--- config.mk ---
export PLATFORM = sky130hd
export DESIGN_NAME = ppdp_top
export DESIGN_NICKNAME = d
export VERILOG_FILES = /design/src/inc/ppdp_pkg.sv /design/src/core/ppdp_pin_mux.sv /design/src/core/ppdp_top.sv
export SDC_FILE = /design/constraint.sdc
export NUM_CORES = 1
export LEC_CHECK = 0
export ABC_AREA = 1
export BUFFER_PORTS_ARGS = -buffer_cell sky130_fd_sc_hd__clkbuf_2
export CAP_MARGIN = 20
export CELL_PAD_IN_SITES_DETAIL_PLACEMENT = 1
export CELL_PAD_IN_SITES_GLOBAL_PLACEMENT = 1
export CORE_MARGIN = 10
export CORE_UTILIZATION = 41
export DETAILED_ROUTE_END_ITERATION = 8
export PLACE_DENSITY = 0.81
export REMOVE_ABC_BUFFERS = 1
export SLEW_MARGIN = 10
export SYNTH_ARGS = -nofsm -noshare
export SYNTH_HDL_FRONTEND = slang
export SYNTH_HIERARCHICAL = 1
export SYNTH_SLANG_ARGS = --single-unit
--- constraint.sdc ---
create_clock -name clk_sys -period 2.55 [get_ports clk_sys]
set_clock_uncertainty 0.2 [all_clocks]
set_input_delay 0.255 -clock clk_sys [delete_from_list [all_inputs] [get_ports clk_sys]]
set_output_delay 0.255 -clock clk_sys [all_outputs]
set_load 0.05 [all_outputs]
--- src/inc/ppdp_pkg.sv ---
// Purpose: shared constants and types of the port P pin data path
// Assumes: eight pins, 8-bit register port, byte addresses
// Notes:   owner codes follow a gray order gpio, sci, tim, pwm

package ppdp_pkg;

  // ------------------------------------------------------------
  // register port
  // ------------------------------------------------------------
  localparam int PPDP_ADDR_W = 16;
  localparam int PPDP_DATA_W = 8;
  localparam int PPDP_PINS = 8;

  localparam logic [15:0] PPDP_ADDR_DATA = 16'h0258;
  localparam logic [15:0] PPDP_ADDR_INPUT = 16'h0259;
  localparam logic [15:0] PPDP_ADDR_DIR = 16'h025a;
  localparam logic [15:0] PPDP_ADDR_STAT = 16'h0260;
  localparam logic [15:0] PPDP_ADDR_MASK = 16'h0261;

  localparam logic [7:0] PPDP_RST_DATA = 8'h00;
  localparam logic [7:0] PPDP_RST_DIR = 8'h00;
  localparam logic [7:0] PPDP_RST_STAT = 8'h00;
  localparam logic [7:0] PPDP_RST_MASK = 8'h00;
  localparam logic [7:0] PPDP_RD_NONE = 8'h00;

  // ------------------------------------------------------------
  // pin roles
  // ------------------------------------------------------------
  localparam logic [2:0] PPDP_PIN_SHUTDOWN = 3'h7;
  localparam logic [2:0] PPDP_PIN_SCI_TX = 3'h2;
  localparam logic [2:0] PPDP_PIN_SCI_RX = 3'h0;
  localparam logic [2:0] PPDP_PIN_TIM_HI = 3'h2;
  localparam int PPDP_TIM_CH = 3;

  typedef enum logic [1:0] {
    PPDP_OWN_GPIO = 2'b00,
    PPDP_OWN_SCI = 2'b01,
    PPDP_OWN_TIM = 2'b11,
    PPDP_OWN_PWM = 2'b10
  } ppdp_owner_t;

  // alternate function requests from neighbouring modules
  typedef struct packed {
    logic [7:0] pwmEn;
    logic [7:0] pwmOut;
    logic pwmShutdownEn;
    logic [2:0] timOcEn;
    logic [2:0] timOut;
    logic sciTxEn;
    logic sciRxEn;
    logic sciTxd;
  } ppdp_alt_t;

  typedef struct packed {
    logic [7:0] out;
    logic [7:0] oe;
  } ppdp_drive_t;

  // fixed priority per pin: pwm, timer, serial, gpio
  function automatic ppdp_owner_t ppdp_owner(input logic [2:0] idx,
                                            input ppdp_alt_t alt);
    ppdp_owner_t own;
    own = PPDP_OWN_GPIO;
    if (alt.pwmEn[idx] ||
        (idx == PPDP_PIN_SHUTDOWN && alt.pwmShutdownEn)) begin
      own = PPDP_OWN_PWM;
    end else if (idx <= PPDP_PIN_TIM_HI && alt.timOcEn[idx[1:0]]) begin
      own = PPDP_OWN_TIM;
    end else if ((idx == PPDP_PIN_SCI_TX && alt.sciTxEn) ||
                 (idx == PPDP_PIN_SCI_RX && alt.sciRxEn)) begin
      own = PPDP_OWN_SCI;
    end
    return own;
  endfunction

endpackage

--- src/core/ppdp_pin_mux.sv ---
// Purpose: per-pin owner resolution and drive selection
// Assumes: alternate requests are synchronous to clk_sys
// Notes:   purely combinational; the top registers the drive
`timescale 1ns/1ns

module ppdp_pin_mux
  import ppdp_pkg::*;
(
  input wire ppdp_alt_t alt,
  input wire logic [7:0] dataBits,
  input wire logic [7:0] dirBits,
  output ppdp_drive_t drive,
  output logic [15:0] ownerBits
);

  // ------------------------------------------------------------
  // drive select
  // ------------------------------------------------------------
  always_comb begin
    ppdp_owner_t own;
    own = PPDP_OWN_GPIO;
    drive = '0;
    ownerBits = '0;
    for (int i = 0; i < PPDP_PINS; i++) begin
      own = ppdp_owner(3'(i), alt);
      ownerBits[2*i +: 2] = own;
      unique case (own)
        PPDP_OWN_PWM: begin
          // shutdown turns pin 7 into the fault input, dir bit untouched
          if (3'(i) == PPDP_PIN_SHUTDOWN && alt.pwmShutdownEn) begin
            drive.oe[i] = 1'b0;
            drive.out[i] = 1'b0;
          end else begin
            drive.oe[i] = 1'b1;
            drive.out[i] = alt.pwmOut[i];
          end
        end
        PPDP_OWN_TIM: begin
          drive.oe[i] = 1'b1;
          drive.out[i] = alt.timOut[i % PPDP_TIM_CH];
        end
        PPDP_OWN_SCI: begin
          // transmit pin drives, receive pin listens
          drive.oe[i] = (3'(i) == PPDP_PIN_SCI_TX);
          drive.out[i] = (3'(i) == PPDP_PIN_SCI_TX) ? alt.sciTxd : 1'b0;
        end
        PPDP_OWN_GPIO: begin
          drive.oe[i] = dirBits[i];
          drive.out[i] = dataBits[i];
        end
      endcase
    end
  end

endmodule // ppdp_pin_mux

--- src/core/ppdp_top.sv ---
// Purpose: port P pin data path with register port and pin mux
// Assumes: pin inputs synchronous to clk_sys; one register per byte
// Notes:   read data stand only in the cycle after the read strobe
//
// Functional notes
// - gpio output mode drives the stored data bit onto the pin.
// - data read gives stored bit if direction 1, else buffered pin.
// - pin 7 goes to modulator when its channel or shutdown is enabled.
// - pins 6 to 3 go to modulator when their channel is enabled.
// - pins 2 and 0: modulator, then timer, then serial, then gpio.
// - pin 1: modulator, then timer, then gpio; no serial use.
// - pin 2 carries serial transmit, pin 0 receive, pins 2-0 timers.
// - only pins driven for two cycles feed pin interrupts; input pins do not.
// - input register always returns buffered pin states.
// - writes to the input register change nothing.
// - reset clears all stored data bits to zero.
// - data register reads and writes are allowed at any time.
// - direction 1 means output, 0 input, unless a function forces it.
// - shutdown forces pin 7 to input, direction bit unchanged.
//
// Chosen here: strobed register access.
`timescale 1ns/1ns

module ppdp_top
  import ppdp_pkg::*;
#(
  parameter int PINS = PPDP_PINS
) (
  input wire logic clk_sys,
  input wire logic reset_n,
  // register port
  input wire logic [PPDP_ADDR_W-1:0] regAddr,
  input wire logic [PPDP_DATA_W-1:0] regWrData,
  input wire logic regWr,
  input wire logic regRd,
  output logic [PPDP_DATA_W-1:0] regRdData,
  // alternate function requests
  input wire ppdp_alt_t alt,
  // pins
  input wire logic [7:0] pinIn,
  output logic [7:0] pinOut,
  output logic [7:0] pinOe,
  // sampled pins toward neighbours, owner report and interrupt
  output logic [7:0] pinSample,
  output logic sciRxd,
  output logic [2:0] timIn,
  output logic pwmFault,
  output logic [15:0] pinOwner,
  output logic irq
);

  // ------------------------------------------------------------
  // elaboration checks
  // ------------------------------------------------------------
  // pin roles are hard wired to an eight pin port
  if (PINS != PPDP_PINS) begin : g_bad_pins
    $error("ppdp_top serves exactly eight pins");
  end

  // one register bit per pin, so the data word must match the port
  if (PPDP_DATA_W != PINS) begin : g_bad_data_w
    $error("ppdp_top needs one register bit per pin");
  end

  if (PPDP_ADDR_W != $bits(PPDP_ADDR_DATA)) begin : g_bad_addr_w
    $error("ppdp_top needs the full register address width");
  end

  // only the lowest pins carry timer lines
  if (PPDP_TIM_CH != PPDP_PIN_TIM_HI + 1) begin : g_bad_tim_ch
    $error("ppdp_top routes one timer channel per low pin");
  end

  // owner order assumes the serial lines sit on timer pins
  if (PPDP_PIN_SCI_TX > PPDP_PIN_TIM_HI) begin : g_bad_sci_pin
    $error("serial transmit pin lies outside the timer pins");
  end

  // ------------------------------------------------------------
  // helpers
  // ------------------------------------------------------------
  // exact match; a partial decode would alias the neighbour ports
  function automatic logic addr_hit(input logic [PPDP_ADDR_W-1:0] addr,
                                    input logic [15:0] target);
    return (addr == target);
  endfunction

  // ------------------------------------------------------------
  // state
  // ------------------------------------------------------------
  logic [7:0] data_q, data_d;
  logic [7:0] dir_q, dir_d;
  logic [7:0] stat_q, stat_d;
  logic [7:0] mask_q, mask_d;
  logic [7:0] rdData_q, rdData_d;
  logic [7:0] pinSync_q, pinSync_d;
  logic [7:0] pinOut_q, pinOut_d;
  logic [7:0] pinOe_q, pinOe_d;
  logic [7:0] drvDly_q, drvDly_d;
  logic [7:0] oeDly_q, oeDly_d;
  logic [15:0] owner_q, owner_d;

  ppdp_drive_t drive;
  logic [15:0] ownerBits;
  logic [7:0] dataView;
  logic [7:0] mismatch;
  logic hitData, hitInput, hitDir, hitStat, hitMask;
  logic wrData, wrDir, wrMask, rdStat;
  logic [7:0] pend;

  // ------------------------------------------------------------
  // pin mux
  // ------------------------------------------------------------
  ppdp_pin_mux u_mux (
    .alt(alt),
    .dataBits(data_q),
    .dirBits(dir_q),
    .drive(drive),
    .ownerBits(ownerBits)
  );

  // ------------------------------------------------------------
  // address decode
  // ------------------------------------------------------------
  always_comb begin
    hitData = addr_hit(regAddr, PPDP_ADDR_DATA);
    hitInput = addr_hit(regAddr, PPDP_ADDR_INPUT);
    hitDir = addr_hit(regAddr, PPDP_ADDR_DIR);
    hitStat = addr_hit(regAddr, PPDP_ADDR_STAT);
    hitMask = addr_hit(regAddr, PPDP_ADDR_MASK);
    // only three addresses take writes; input and status ignore them
    wrData = regWr && hitData;
    wrDir = regWr && hitDir;
    wrMask = regWr && hitMask;
    // a status read is also its clear
    rdStat = regRd && hitStat;
  end

  // per bit read source follows the stored direction only
  always_comb begin
    dataView = (dir_q & data_q) | (~dir_q & pinSync_q);
  end

  // ------------------------------------------------------------
  // software registers
  // ------------------------------------------------------------
  always_comb begin
    data_d = data_q;
    dir_d = dir_q;
    mask_d = mask_q;
    if (wrData) begin
      data_d = regWrData;
    end
    if (wrDir) begin
      dir_d = regWrData;
    end
    if (wrMask) begin
      mask_d = regWrData;
    end
    // input and status addresses take no write
  end

  always_ff @(posedge clk_sys or negedge reset_n) begin
    if (!reset_n) begin
      data_q <= PPDP_RST_DATA;
      dir_q <= PPDP_RST_DIR;
      mask_q <= PPDP_RST_MASK;
    end else begin
      data_q <= data_d;
      dir_q <= dir_d;
      mask_q <= mask_d;
    end
  end

  // ------------------------------------------------------------
  // read path
  // ------------------------------------------------------------
  always_comb begin
    rdData_d = PPDP_RD_NONE;
    if (regRd) begin
      unique case (1'b1)
        hitData: rdData_d = dataView;
        hitInput: rdData_d = pinSync_q;
        hitDir: rdData_d = dir_q;
        hitStat: rdData_d = stat_q;
        hitMask: rdData_d = mask_q;
        default: rdData_d = PPDP_RD_NONE;
      endcase
    end
  end

  always_ff @(posedge clk_sys or negedge reset_n) begin
    if (!reset_n) begin
      rdData_q <= PPDP_RD_NONE;
    end else begin
      rdData_q <= rdData_d;
    end
  end

  // ------------------------------------------------------------
  // pin sample
  // ------------------------------------------------------------
  // pins sampled regardless of direction, so driven pins read back
  always_comb begin
    pinSync_d = pinIn;
  end

  always_ff @(posedge clk_sys or negedge reset_n) begin
    if (!reset_n) begin
      pinSync_q <= 8'h00;
    end else begin
      pinSync_q <= pinSync_d;
    end
  end

  // ------------------------------------------------------------
  // pin drive
  // ------------------------------------------------------------
  // delayed copies let the overload check skip fresh drive edges
  always_comb begin
    pinOut_d = drive.out;
    pinOe_d = drive.oe;
    drvDly_d = pinOut_q;
    oeDly_d = pinOe_q;
  end

  always_ff @(posedge clk_sys or negedge reset_n) begin
    if (!reset_n) begin
      pinOut_q <= 8'h00;
      pinOe_q <= 8'h00;
      drvDly_q <= 8'h00;
      oeDly_q <= 8'h00;
    end else begin
      pinOut_q <= pinOut_d;
      pinOe_q <= pinOe_d;
      drvDly_q <= drvDly_d;
      oeDly_q <= oeDly_d;
    end
  end

  // ------------------------------------------------------------
  // owner report
  // ------------------------------------------------------------
  // registered beside the drive so both describe the same cycle
  always_comb begin
    owner_d = ownerBits;
  end

  always_ff @(posedge clk_sys or negedge reset_n) begin
    if (!reset_n) begin
      owner_q <= 16'h0000;
    end else begin
      owner_q <= owner_d;
    end
  end

  // ------------------------------------------------------------
  // overload status and interrupt
  // ------------------------------------------------------------
  // the sample lags the drive by one edge, so compare against the
  // drive of the cycle before and only while it held two cycles
  always_comb begin
    mismatch = pinOe_q & oeDly_q & ~(pinOut_q ^ drvDly_q) &
               (pinSync_q ^ drvDly_q);
  end

  // a read clears the status, but a new event in that cycle wins
  always_comb begin
    stat_d = stat_q;
    if (rdStat) begin
      stat_d = 8'h00;
    end
    stat_d = stat_d | mismatch;
  end

  always_ff @(posedge clk_sys or negedge reset_n) begin
    if (!reset_n) begin
      stat_q <= PPDP_RST_STAT;
    end else begin
      stat_q <= stat_d;
    end
  end

  // unmasked events only; the sticky bits stay readable either way
  always_comb begin
    pend = stat_q & mask_q;
  end

  // ------------------------------------------------------------
  // outputs
  // ------------------------------------------------------------
  always_comb begin
    regRdData = rdData_q;
    pinOut = pinOut_q;
    pinOe = pinOe_q;
    pinSample = pinSync_q;
    sciRxd = pinSync_q[PPDP_PIN_SCI_RX];
    timIn = pinSync_q[PPDP_PIN_TIM_HI:0];
    pwmFault = pinSync_q[PPDP_PIN_SHUTDOWN];
    pinOwner = owner_q;
    irq = |pend;
  end

endmodule // ppdp_top

# Word level (Yosys, flattened, before mapping)
# Cells that the tools add are included.
[word_totals] reg_bits=96 input_bits=62 output_inout_bits=54 elab_cells=107
[classes] n_eq_ne=29 muxes=34 bitwise_logic=12 reduce_logical=21
[ops] op="$eq 16x10->1 const B" n=5
[ops] op="$and 8x8->8" n=6
[ops] op="$pmux 8 s5" n=1
[ops] op="$pmux 1 s4" n=9
[ops] op="$eq 2x2->1 const B" n=16
[ops] op="$mux 2" n=11
[ops] op="$pmux 1 s3" n=6
[ops] op="$eq 2x1->1 const B" n=8
[ops] op="$logic_not 2->1" n=8
[ops] op="$mux 8" n=2
[ops] op="$not 8->8" n=2
[ops] op="$or 8x8->8" n=2
[ops] op="$xor 8x8->8" n=2
[ops] op="$reduce_or 2->1" n=6
[ops] op="$reduce_or 8->1" n=1
[ops] op="$logic_and 1x1->1" n=4
[ops] op="$mux 1" n=4
[ops] op="$reduce_or 3->1" n=1
[ops] op="$pmux 1 s2" n=1
[ops] op="$logic_or 1x1->1" n=1

# Depth between registers and ports, before layout
# Gate-level depths: netlist (run 1).
[depth] depth_word=6 ltp_mapped=9 ltp_nobuf=8

# By module
# Netlist (run 1), hierarchy kept.
[by_module_without_submodules] module="ppdp_top" n_inst=1 cells_each=358 area_per_inst_um2=3846.2 seq_area_each_um2=2402.3
[by_module_without_submodules] module="ppdp_pin_mux" n_inst=1 cells_each=61 area_per_inst_um2=326.6 seq_area_each_um2=0.0

# Worst setup path before layout (run 1)
# No wires, ideal clock.
[synth_timing] path_type="reg-to-output" from="register mask_q[1]" to="output port irq" arrival_time_ns=1.041 required_ns=2.095 slack_ns=1.054 path_stages_with_launch=5 path_buffers=0 cell_sequence="dfrtp_1 -> inv_1 -> o22ai_1 -> a221oi_1 -> nand2_1"
[synth_between] elab_chain_cells=2
[synth_rtl] item="from (decl)" line="ppdp_top.sv:94" source="logic [7:0] mask_q, mask_d;"
[synth_rtl] item="from (signal assigned)" line="ppdp_top.sv:171" source="mask_q <= mask_d;"
[synth_rtl] item="$and 8x8->8" line="ppdp_top.sv:286" source="pend = stat_q & mask_q;"
[synth_rtl] item="$reduce_or 8->1" line="ppdp_top.sv:301" source="irq = |pend;"
[synth_rtl] item="to (decl)" line="ppdp_top.sv:49" source="output logic irq"
# Every way passes these cells.

# Worst setup path after layout (run 1)
[layout_timing] from="register stat_q[5]" to="output port irq"
[layout_between] elab_chain_cells=2
[layout_rtl] item="from (decl)" line="ppdp_top.sv:93" source="logic [7:0] stat_q, stat_d;"
[layout_rtl] item="from (signal assigned)" line="ppdp_top.sv:280" source="stat_q <= stat_d;"
[layout_rtl] item="$and 8x8->8" line="ppdp_top.sv:286"
[layout_rtl] item="$reduce_or 8->1" line="ppdp_top.sv:301"
# Every way passes these cells.

==> impl_metrics.toml, run 1 <==
[logic_synthesis]
ys_seq_elements = 96
yosysWarnings = 6
synthAdderAreaFrac_pct = 0
yosysMostFrequentCell = "dfrtp_1"
synth-seq-area-share_pct = 57.6
synth_edf_count = 0
yosysUniqueCellTypes = 32
synth_area_per_cell_um2 = 9.96
synth-main-ff-cell = "dfrtp_1"
synthTopCellsByCount = "dfrtp_1 (96), nand2_1 (63), nor2_1 (46)"
synth-simple-area-share_pct = 21.8
synth_area_mm2 = 0.00417
synth_top_family_by_area = "simple AND/OR/NAND/NOR gates"
synth_top_area_cell = "dfrtp_1"
synth_area_leaders = "dfrtp_1 (58%), nand2_1 (5.7%), nand3_1 (5.4%)"
synth_compound_area_share_pct = 10.8
synth_xor_area_share_pct = 0
synth.top_cell.area_share_pct = 57.6
synthMuxAreaShare_pct = 1.08
syn_inst = 419
ys_async_sr_fraction_pct = 100

[routing]
wirelength_um = 12500
drt-pass1-iter-count = 4
via_per_inst = 4.94
drt_iter0_markers = 127
route.vias.total = 3519
drcViolationCount = 0
postRouteAntennaNets = 0
post_drt_wl_per_cell_um = 17.5

[sta]
min_period_ns = 2.06
fmax_mhz = 485
grt_setup_unrepaired = "false"
tns_ns = 0
setup_viol = 0
period_share_pct = 80.9
worst_slack_ns = 0.488
maxSlewViolCount = 0
hold_viol_final = 0
slew_headroom_pct = 64.4
worstMarginPinSlew_ns = 0.532

[grt]
antenna_found_initial = 0
use_met3_pct = 5.03
grt_util_met1_pct = 20.4
track_usage_pct = 17.7
grt_busiest_layer = "met2"
grt_max_degree = 66
grt_pass1_vias = 3950
grt_overflow = 0
grt_pass1_wl_um = 20600
grtUsageMet2_pct = 30.5

[power_and_ir_drop]
power.internal_w = 0.00235
switching_share_pct = 26.1
p_switching_w = 0.000828
clockPowerShare_pct = 36.5
seq_power_share_pct = 50.3
p_leak_nw = 2.79
power.total_w = 0.00318
combPwrFrac_pct = 13.2
power.density_mw_per_mm2 = 581
vdd_ir_drop_max_uv = 341

[placement]
hpwl_um = 8720
gp_congestion = 0.828
port_buffers = 115
pre_cts_ws_ns = 0.385
placed_area_mm2 = 0.00478

[final_layout]
num_antenna_cells = 0
drive_above_1_share_pct = 31.4
seq_area_mm2 = 0.00240
final_area_mm2 = 0.00546
fillCellCount = 1139
multi_input_area_mm2 = 0.00142
area_growth_syn_to_layout_pct = 30.9
post-route-util_pct = 55.4
nNetsFinal = 639

[worst_setup_path]
crit_type = "reg2out"
cpPeakStageDelay_ns = 0.41
worstPathCellList = "nand2_1 > nand2_1 > a221oi_1 > nand2_1 > clkbuf_2"
cp.arrival_ns = 1.61
cpMostUsedCell = "nand2_1"
cpMaxStageDelayCell = "dfrtp_1"
path_max_fanout = 3
start_kind = "flip-flop"
critPathRequiredTime_ns = 2.10
end_kind = "primary output"

[clocking]
clkLatencyLatePin_ns = 0.37
cts-resized-gates = 0
cts_setup_buffers = 0
clkTransAtPathRegs_ns = 0.09
cts_tree = "built"
cts_buffers = 9
htree_num_levels = 3
numClockSinks = 96
clock-root-buffer = "clkbuf_8"
hold_buffers = 46
clockBufferDepth = 2

[die]
start_util_pct = 42.3
rows = 36
core_area_mm2 = 0.00986
io_pins = 116
die_width_um = 121
die_h_um = 121
dieArea_mm2 = 0.0146

[worst_hold_path]
hold_path.class = "in2async"

[status]
status = "completed"

[flow_run]
max_cap_violations = 0
## layer usage
layer	vias up	wire, um	share of wire (%)
met4	0	208	1.7
li1	1653	-	-
met2	91	6460	52
met5	-	0	0
met3	15	695	5.6
met1	1760	5130	41
## final cells by class
| type | count | share of cell area (%) |
|---|---|---|
| timing repair buffer | 165 | 19.8 |
| inverter | 44 | 3.02 |
| multi-input combinational | 261 | 26.1 |
| tap | 133 | 3.05 |
| sequential | 96 | 44.0 |
| clock buffer | 10 | 2.34 |
| clock inverter | 4 | 1.74 |
## critical path, delay by kind of cell (launching register included)
family | cells | cell delay (ns)
buf+inv | 1 | 0.27
simple gates | 3 | 0.30
compound gates | 1 | 0.26
flops | 1 | 0.41
## metrics by stage
stage | std cells | hold WS [ns]
finish | 713 | 0.151
CTS | 713 | 0.161
global route | 713 | 0.185
global placement | 653 | 0.0140
floorplan | 401 | -0.241
detailed placement | 653 | 0.0274
## power by group through the flow
stage / logic (W) / clock network [W] / registers, W
finish: 0.000418 / 0.00116 / 0.00160
CTS: 0.000419 / 0.00119 / 0.00160
global route: 0.000452 / 0.00126 / 0.00161
floorplan: 0.0000700 / 0 / 0.00176
global placement: 0.000350 / 0 / 0.00162
detailed placement: 0.000360 / 0 / 0.00163
## logic make-up after synthesis
family / Yosys count
and+or+nand+nor: 187
DFF: 96
buffers and inverters: 66
AOI/OAI and AO/OA: 65
muxes: 4
other: 1
## final timing paths
| kind | startpoint | endpoint | slack [ns] | cells after the start |
|---|---|---|---|---|
| hold reg to reg | pinOe[2]$_DFF_PN0_ | oeDly_q[2]$_DFF_PN0_ | 0.20 | 0 |
| hold / removal | reset_n | pinOut[4]$_DFF_PN0_ | 0.15 | 2 |
| setup reg to reg | data_q[2]$_DFFE_PN0P_ | pinOut[2]$_DFF_PN0_ | 1.06 | 3 |
| setup / recovery | stat_q[5]$_DFF_PN0_ | irq | 0.49 | 5 |
| min in group clk_sys | regRd | regRdData[4]$_DFF_PN0_ | 0.18 | 3 |
| max in group asynchronous | reset_n | pinOwner[4]$_DFF_PN0_ | 1.30 | 3 |
## cell usage in the layout (no fill, tap or decap), types with 5 or more instances in the layout
cell type      Yosys  layout
inv_1             42      42
a21oi_1            7       7
a21boi_0           6       6
o21ai_2           13      13
clkbuf_2           0     114
nor2_2             8       8
o21a_1            11      11
nand2_1           63      63
conb_1             1       5
nor2_1            46      46
o21ai_0           17      17
dlygate4sd3_1      0      46
clkbuf_8           0       9
nand3_1           45      45
or2_2              6       6
dfrtp_1           96      96
nand2_2            8       8
## flip-flops by register name, summed over array words and instances (netlist names)
signal,count
pinSample,8
mask_q,8
drvDly_q,8
stat_q,8
regRdData,8
dir_q,8
pinOwner,16
oeDly_q,8
pinOut,8
data_q,8
pinOe,8
Note: power is estimated with default switching activity, not from simulation.
==> run 2: changes to the inputs <==
Settings changed: ABC_AREA 1 to 0, CORE_UTILIZATION 41 to 40, PLACE_DENSITY 0.81 to 0.78.
Clock period 2.55 ns to 2.1 ns, I/O delays scaled along.
==> impl_metrics.toml, run 2 <==
[die]
die_width_um = 118
die_h_um = 118
start_util_pct = 41.4
io_pins = 116
dieArea_mm2 = 0.0140
rows = 35
core_area_mm2 = 0.00933

[logic_synthesis]
ys_async_sr_fraction_pct = 100
synth.top_cell.area_share_pct = 62.2
synth_top_area_cell = "dfrtp_1"
synth_area_per_cell_um2 = 12.7
ys_seq_elements = 96
synth_area_leaders = "dfrtp_1 (62%), mux2_2 (7.9%), nand2_1 (2.9%)"
synth-seq-area-share_pct = 62.2
yosysMostFrequentCell = "dfrtp_1"
synthTopCellsByCount = "dfrtp_1 (96), nand2_1 (30), mux2_2 (27)"
synth_edf_count = 0
yosysWarnings = 6
syn_inst = 305
synth_area_mm2 = 0.00386
yosysUniqueCellTypes = 46
synth-main-ff-cell = "dfrtp_1"

[final_layout]
drive_above_1_share_pct = 38.9
final_common_cell = "clkbuf_2"
final_cell_mix = "clkbuf_2 (114), dfrtp_1 (96), dlygate4sd3_1 (48)"
fillCellCount = 1004
post-route-util_pct = 57.4
nNetsFinal = 546
largest_reg_flops = 16
final_cells = 618
area_growth_syn_to_layout_pct = 38.6
num_antenna_cells = 0

[grt]
grt_max_degree = 50
grt_pass1_vias = 3547
grt_overflow = 0
track_usage_pct = 16.4
antenna_found_initial = 0
grt_pass1_wl_um = 18900

[placement]
gp_congestion = 0.855
pre_cts_ws_ns = -0.243
hpwl_um = 8380
dp_cells = 554
port_buffers = 115

[routing]
via_per_inst = 5.00
wirelength_um = 11500
route.vias.total = 3089
drcViolationCount = 0
post_drt_wl_per_cell_um = 18.6
postRouteAntennaNets = 0
drt_iter0_markers = 142
drt-pass1-iter-count = 4

[status]
status = "completed"

[worst_setup_path]
cpMaxStageDelayCell = "or3_1"
cp.arrival_ns = 2.07
end_kind = "flip-flop"
cpPeakStageDelay_ns = 0.47
critPathRequiredTime_ns = 2.16
worstPathCellList = "clkbuf_2 > or3b_4 > or3_1 > buf_4 > nor3_4 > o211ai_1 > a31oi_1"
rrSetupSlack_ns = 0.33
reg2reg_to = "pinOut[2]$_DFF_PN0_"
rr_worst_depth = 4
crit_type = "in2reg"
start_kind = "input pin"
path_max_fanout = 6
r2r_start = "data_q[2]$_DFFE_PN0P_"

[clocking]
cts_tree = "built"
clkLatencyLatePin_ns = 0.35
clock-root-buffer = "clkbuf_8"
htree_num_levels = 3
clkTransAtPathRegs_ns = 0.09
numClockSinks = 96
clockBufferDepth = 2
cts_setup_buffers = 0
cts_buffers = 9

[worst_hold_path]
min_to = "regRdData[7]$_DFF_PN0_"
hp-start = "regRd"
hold_path.class = "in2reg"
worstHoldPathCells = 4

[power_and_ir_drop]
power.density_mw_per_mm2 = 714
clockPowerShare_pct = 35.3
p_leak_nw = 2.60
vdd_ir_drop_max_uv = 385
seq_power_share_pct = 51.2
power.internal_w = 0.00283
p_switching_w = 0.000989
combPwrFrac_pct = 13.5
switching_share_pct = 25.9

[sta]
grt_setup_unrepaired = "false"
min_period_ns = 2.01
tns_ns = 0
fmax_mhz = 498
worst_slack_ns = 0.0902
setup_viol = 0
period_share_pct = 95.7
maxSlewViolCount = 0
hold_viol_final = 0

[flow_run]
max_cap_violations = 0
## run 2: cell count changes after synthesis, sizes merged, moves of 6 or more
| cell | change |
|---|---|
| mux2i | +8 |
| o21ai | -11 |
| a21boi | -6 |
| a32o | +10 |
| nand3 | -44 |
| inv | -37 |
| nand2 | -43 |
| a22oi | +6 |
| nor2 | -38 |
| mux2 | +25 |
| o21a | -11 |
| o211ai | +7 |
## run 2: worst max-delay path by stage
stage	start	end	slack, ns	cells after the start
final	regAddr[7]	regRdData[2]$_DFF_PN0_	0.09	7
after global placement	regAddr[7]	regRdData[0]$_DFF_PN0_	-0.12	7
after floorplan	regAddr[7]	dir_q[6]$_DFFE_PN0P_	-0.01	5
after global routing	regAddr[7]	regRdData[2]$_DFF_PN0_	0.06	7
after CTS	stat_q[6]$_DFF_PN0_	irq	0.12	3
after detailed placement	regAddr[7]	regRdData[2]$_DFF_PN0_	-0.24	7
## run 2: repair_timing
action                    CTS  global route
resized for setup           0             0
hold buffers               48             0
hold endpoints to repair   92             0
## run 2: power by group through the flow
stage          Clock, W  Sequential, W  Combinational (W)
5_1_grt         0.00146        0.00197           0.000556
3_5_place_dp          0        0.00200           0.000443
4_1_cts         0.00140        0.00196           0.000518
2_1_floorplan         0        0.00215          0.0000730
6_report        0.00135        0.00196           0.000516
3_3_place_gp          0        0.00199           0.000434
## run 2: cells by family after synthesis
logic type / count (synthesis) / share of synthesized area (%)
compound gates: 61 / 10.8
other cells: 1 / 0.0971
buf+inv: 25 / 4.05
mux: 37 / 10.6
flops: 96 / 62.2
simple gates: 85 / 12.2
## run 2: cell type report
cell class                 count  area (um^2)  area share [%]
sequential                    96         2400            44.9
inverter                       7         26.3           0.491
clock buffer                  11          151            2.83
tap                          129          161            3.02
multi-input combinational    188         1320            24.6
clock inverter                 5         78.8            1.47
timing repair buffer         182         1210            22.7
## run 2: metal layers
layer	wire length [um]	global-route usage, %	vias to the layer above
li1	-	-	1430
met1	4840	20.0	1545
met2	5730	28.0	107
met3	806	5.24	7
met4	85	2.86	0
met5	0	0	-
## run 2: stage by stage
stage	total power (W)	area (um^2)	hold WS, ns
floorplan	0.00222	3750	-0.286
global route	0.00399	5350	0.131
detailed placement	0.00244	4640	-0.00420
global placement	0.00242	4640	-0.00974
finish	0.00382	5350	0.119
CTS	0.00387	5350	0.0961
## run 2: critical path: cells and delay by family
kind                   cells  cell delay, ns
and+or+nand+nor            3            1.18
AOI/OAI and AO/OA          2            0.36
buffers and inverters      2            0.32
==> run 3: changes to the inputs <==
Settings changed: CORE_UTILIZATION 40 to 39, PLACE_DENSITY 0.78 to 0.77, SYNTH_HIERARCHICAL 1 to default.
==> impl_metrics.toml, run 3 <==
[logic_synthesis]
yosysUniqueCellTypes = 32
synth.top_cell.area_share_pct = 63.2
synth_area_leaders = "dfrtp_1 (63%), mux2_2 (8.8%), a22oi_1 (4.2%)"
synth_area_per_cell_um2 = 13.0
syn_inst = 278
yosysWarnings = 0
synth_top_area_cell = "dfrtp_1"
synth_area_mm2 = 0.00360
synth-main-ff-cell = "dfrtp_1"
ys_seq_elements = 91
yosysMostFrequentCell = "dfrtp_1"
ys_async_sr_fraction_pct = 100
synthTopCellsByCount = "dfrtp_1 (91), mux2_2 (28), o21ai_0 (27)"
synth-seq-area-share_pct = 63.2
synth_edf_count = 0

[final_layout]
final_common_cell = "clkbuf_2"
num_antenna_cells = 0
largest_reg_flops = 11
drive_above_1_share_pct = 40.3
area_growth_syn_to_layout_pct = 39.0
final_cell_mix = "clkbuf_2 (109), dfrtp_1 (91), dlygate4sd3_1 (46)"
nNetsFinal = 509

[power_and_ir_drop]
p_leak_nw = 2.42
power.density_mw_per_mm2 = 722
vdd_ir_drop_max_uv = 307

[die]
die_width_um = 116
dieArea_mm2 = 0.0135
start_util_pct = 39.5
core_area_mm2 = 0.00911
io_pins = 116
rows = 35
die_h_um = 116

[clocking]
clkTransAtPathRegs_ns = 0.09
cts_setup_buffers = 0
htree_num_levels = 3
cts_tree = "built"
hold_buffers = 46
clock-root-buffer = "clkbuf_8"
numClockSinks = 91
cts-resized-gates = 0
clkLatencyLatePin_ns = 0.36
clockBufferDepth = 2
cts_buffers = 9

[grt]
grt_max_degree = 46
antenna_found_initial = 1
track_usage_pct = 16.3
grt_pass1_wl_um = 17000
grt_overflow = 0
grt_pass1_vias = 3274

[routing]
route.vias.total = 2897
postRouteAntennaNets = 0
post_drt_wl_per_cell_um = 19.2
drcViolationCount = 0
wirelength_um = 10800
drt_iter0_markers = 134
via_per_inst = 5.15
drt-pass1-iter-count = 4

[sta]
fmax_mhz = 491
maxSlewViolCount = 0
slew_headroom_pct = 38.2
worstMarginPinSlew_ns = 0.918
tns_ns = 0
min_period_ns = 2.04
grt_setup_unrepaired = "false"
period_share_pct = 97.1
setup_viol = 0
hold_ws_ns = 0.0266
hold_viol_final = 0

[worst_setup_path]
cp.arrival_ns = 2.09
path_max_fanout = 10
start_kind = "input pin"
crit_type = "in2reg"
critPathRequiredTime_ns = 2.15
end_kind = "flip-flop"
rr_worst_depth = 5

[worst_hold_path]
worstHoldPathCells = 3
hold_path.class = "in2reg"

[status]
status = "completed"

[placement]
hpwl_um = 7730
gp_congestion = 0.806
port_buffers = 110

[flow_run]
max_cap_violations = 0
## run 3: through the flow
step	total power (W)	worst slack [ns]	cells	utilization [%]	area (um^2)
CTS	0.00364	0.0608	563	55.0	5010
global placement	0.00229	-0.282	501	47.6	4340
floorplan	0.00211	-1.07	266	-	3510
finish	0.00361	0.0615	563	55.0	5010
global route	0.00376	0.00589	563	55.0	5010
detailed placement	0.00231	-0.313	501	47.6	4340
## run 3: area by class of cell
type | instances | area (um^2)
repair buffers | 170 | 1130
well taps | 111 | 139
multi-input cells | 174 | 1250
inverters | 1 | 3.75
clock buffers | 11 | 131
fillers | 982 | 4100
flip-flops and latches | 91 | 2280
clock inverters | 5 | 77.6
## run 3: report_power, final
part,internal [W],switching [W],total (W)
Combinational,0.000173,0.000310,0.000483
Sequential,0.00181,0.0000475,0.00186
Clock,0.000667,0.000606,0.00127
Total,0.00265,0.000964,0.00361
## run 3: cells by family after synthesis
| group | after synthesis | share of synthesized area, % |
|---|---|---|
| compound gates | 67 | 12.0 |
| buf+inv | 17 | 2.95 |
| flops | 91 | 63.2 |
| mux | 31 | 9.59 |
| other cells | 1 | 0.104 |
| simple gates | 71 | 12.2 |
## run 3: path summary, 6_finish.rpt
path                                  startpoint                      to  slack (ns)
setup / recovery                      regAddr[7]    dir_q[6]$_DFFE_PN0P_        0.06
hold / removal                             regRd  regRdData[0]$_DFF_PN0_        0.03
setup reg to reg           data_q[2]$_DFFE_PN0P_     pinOut[2]$_DFF_PN0_        0.43
hold reg to reg               pinOe[2]$_DFF_PN0_    oeDly_q[2]$_DFF_PN0_        0.21
max in group asynchronous                reset_n    oeDly_q[5]$_DFF_PN0_        1.00
min in group asynchronous                reset_n   pinOwner[3]$_DFF_PN0_        0.10
## run 3: critical path, cell delays in order
cell and delay, ns:
clkbuf_2 0.08, or4b_2 0.73, nor4_2 0.31, buf_4 0.26, nand3_4 0.17, mux2_2 0.32
## run 3: per-layer routing
metal  vias to the layer above  wire length (um)  track usage, %
met4                         2               154            5.09
met5                         -                13               0
met2                        93              5670            28.7
li1                       1335                 -               -
met1                      1449              4110            18.0
met3                        18               868            6.06
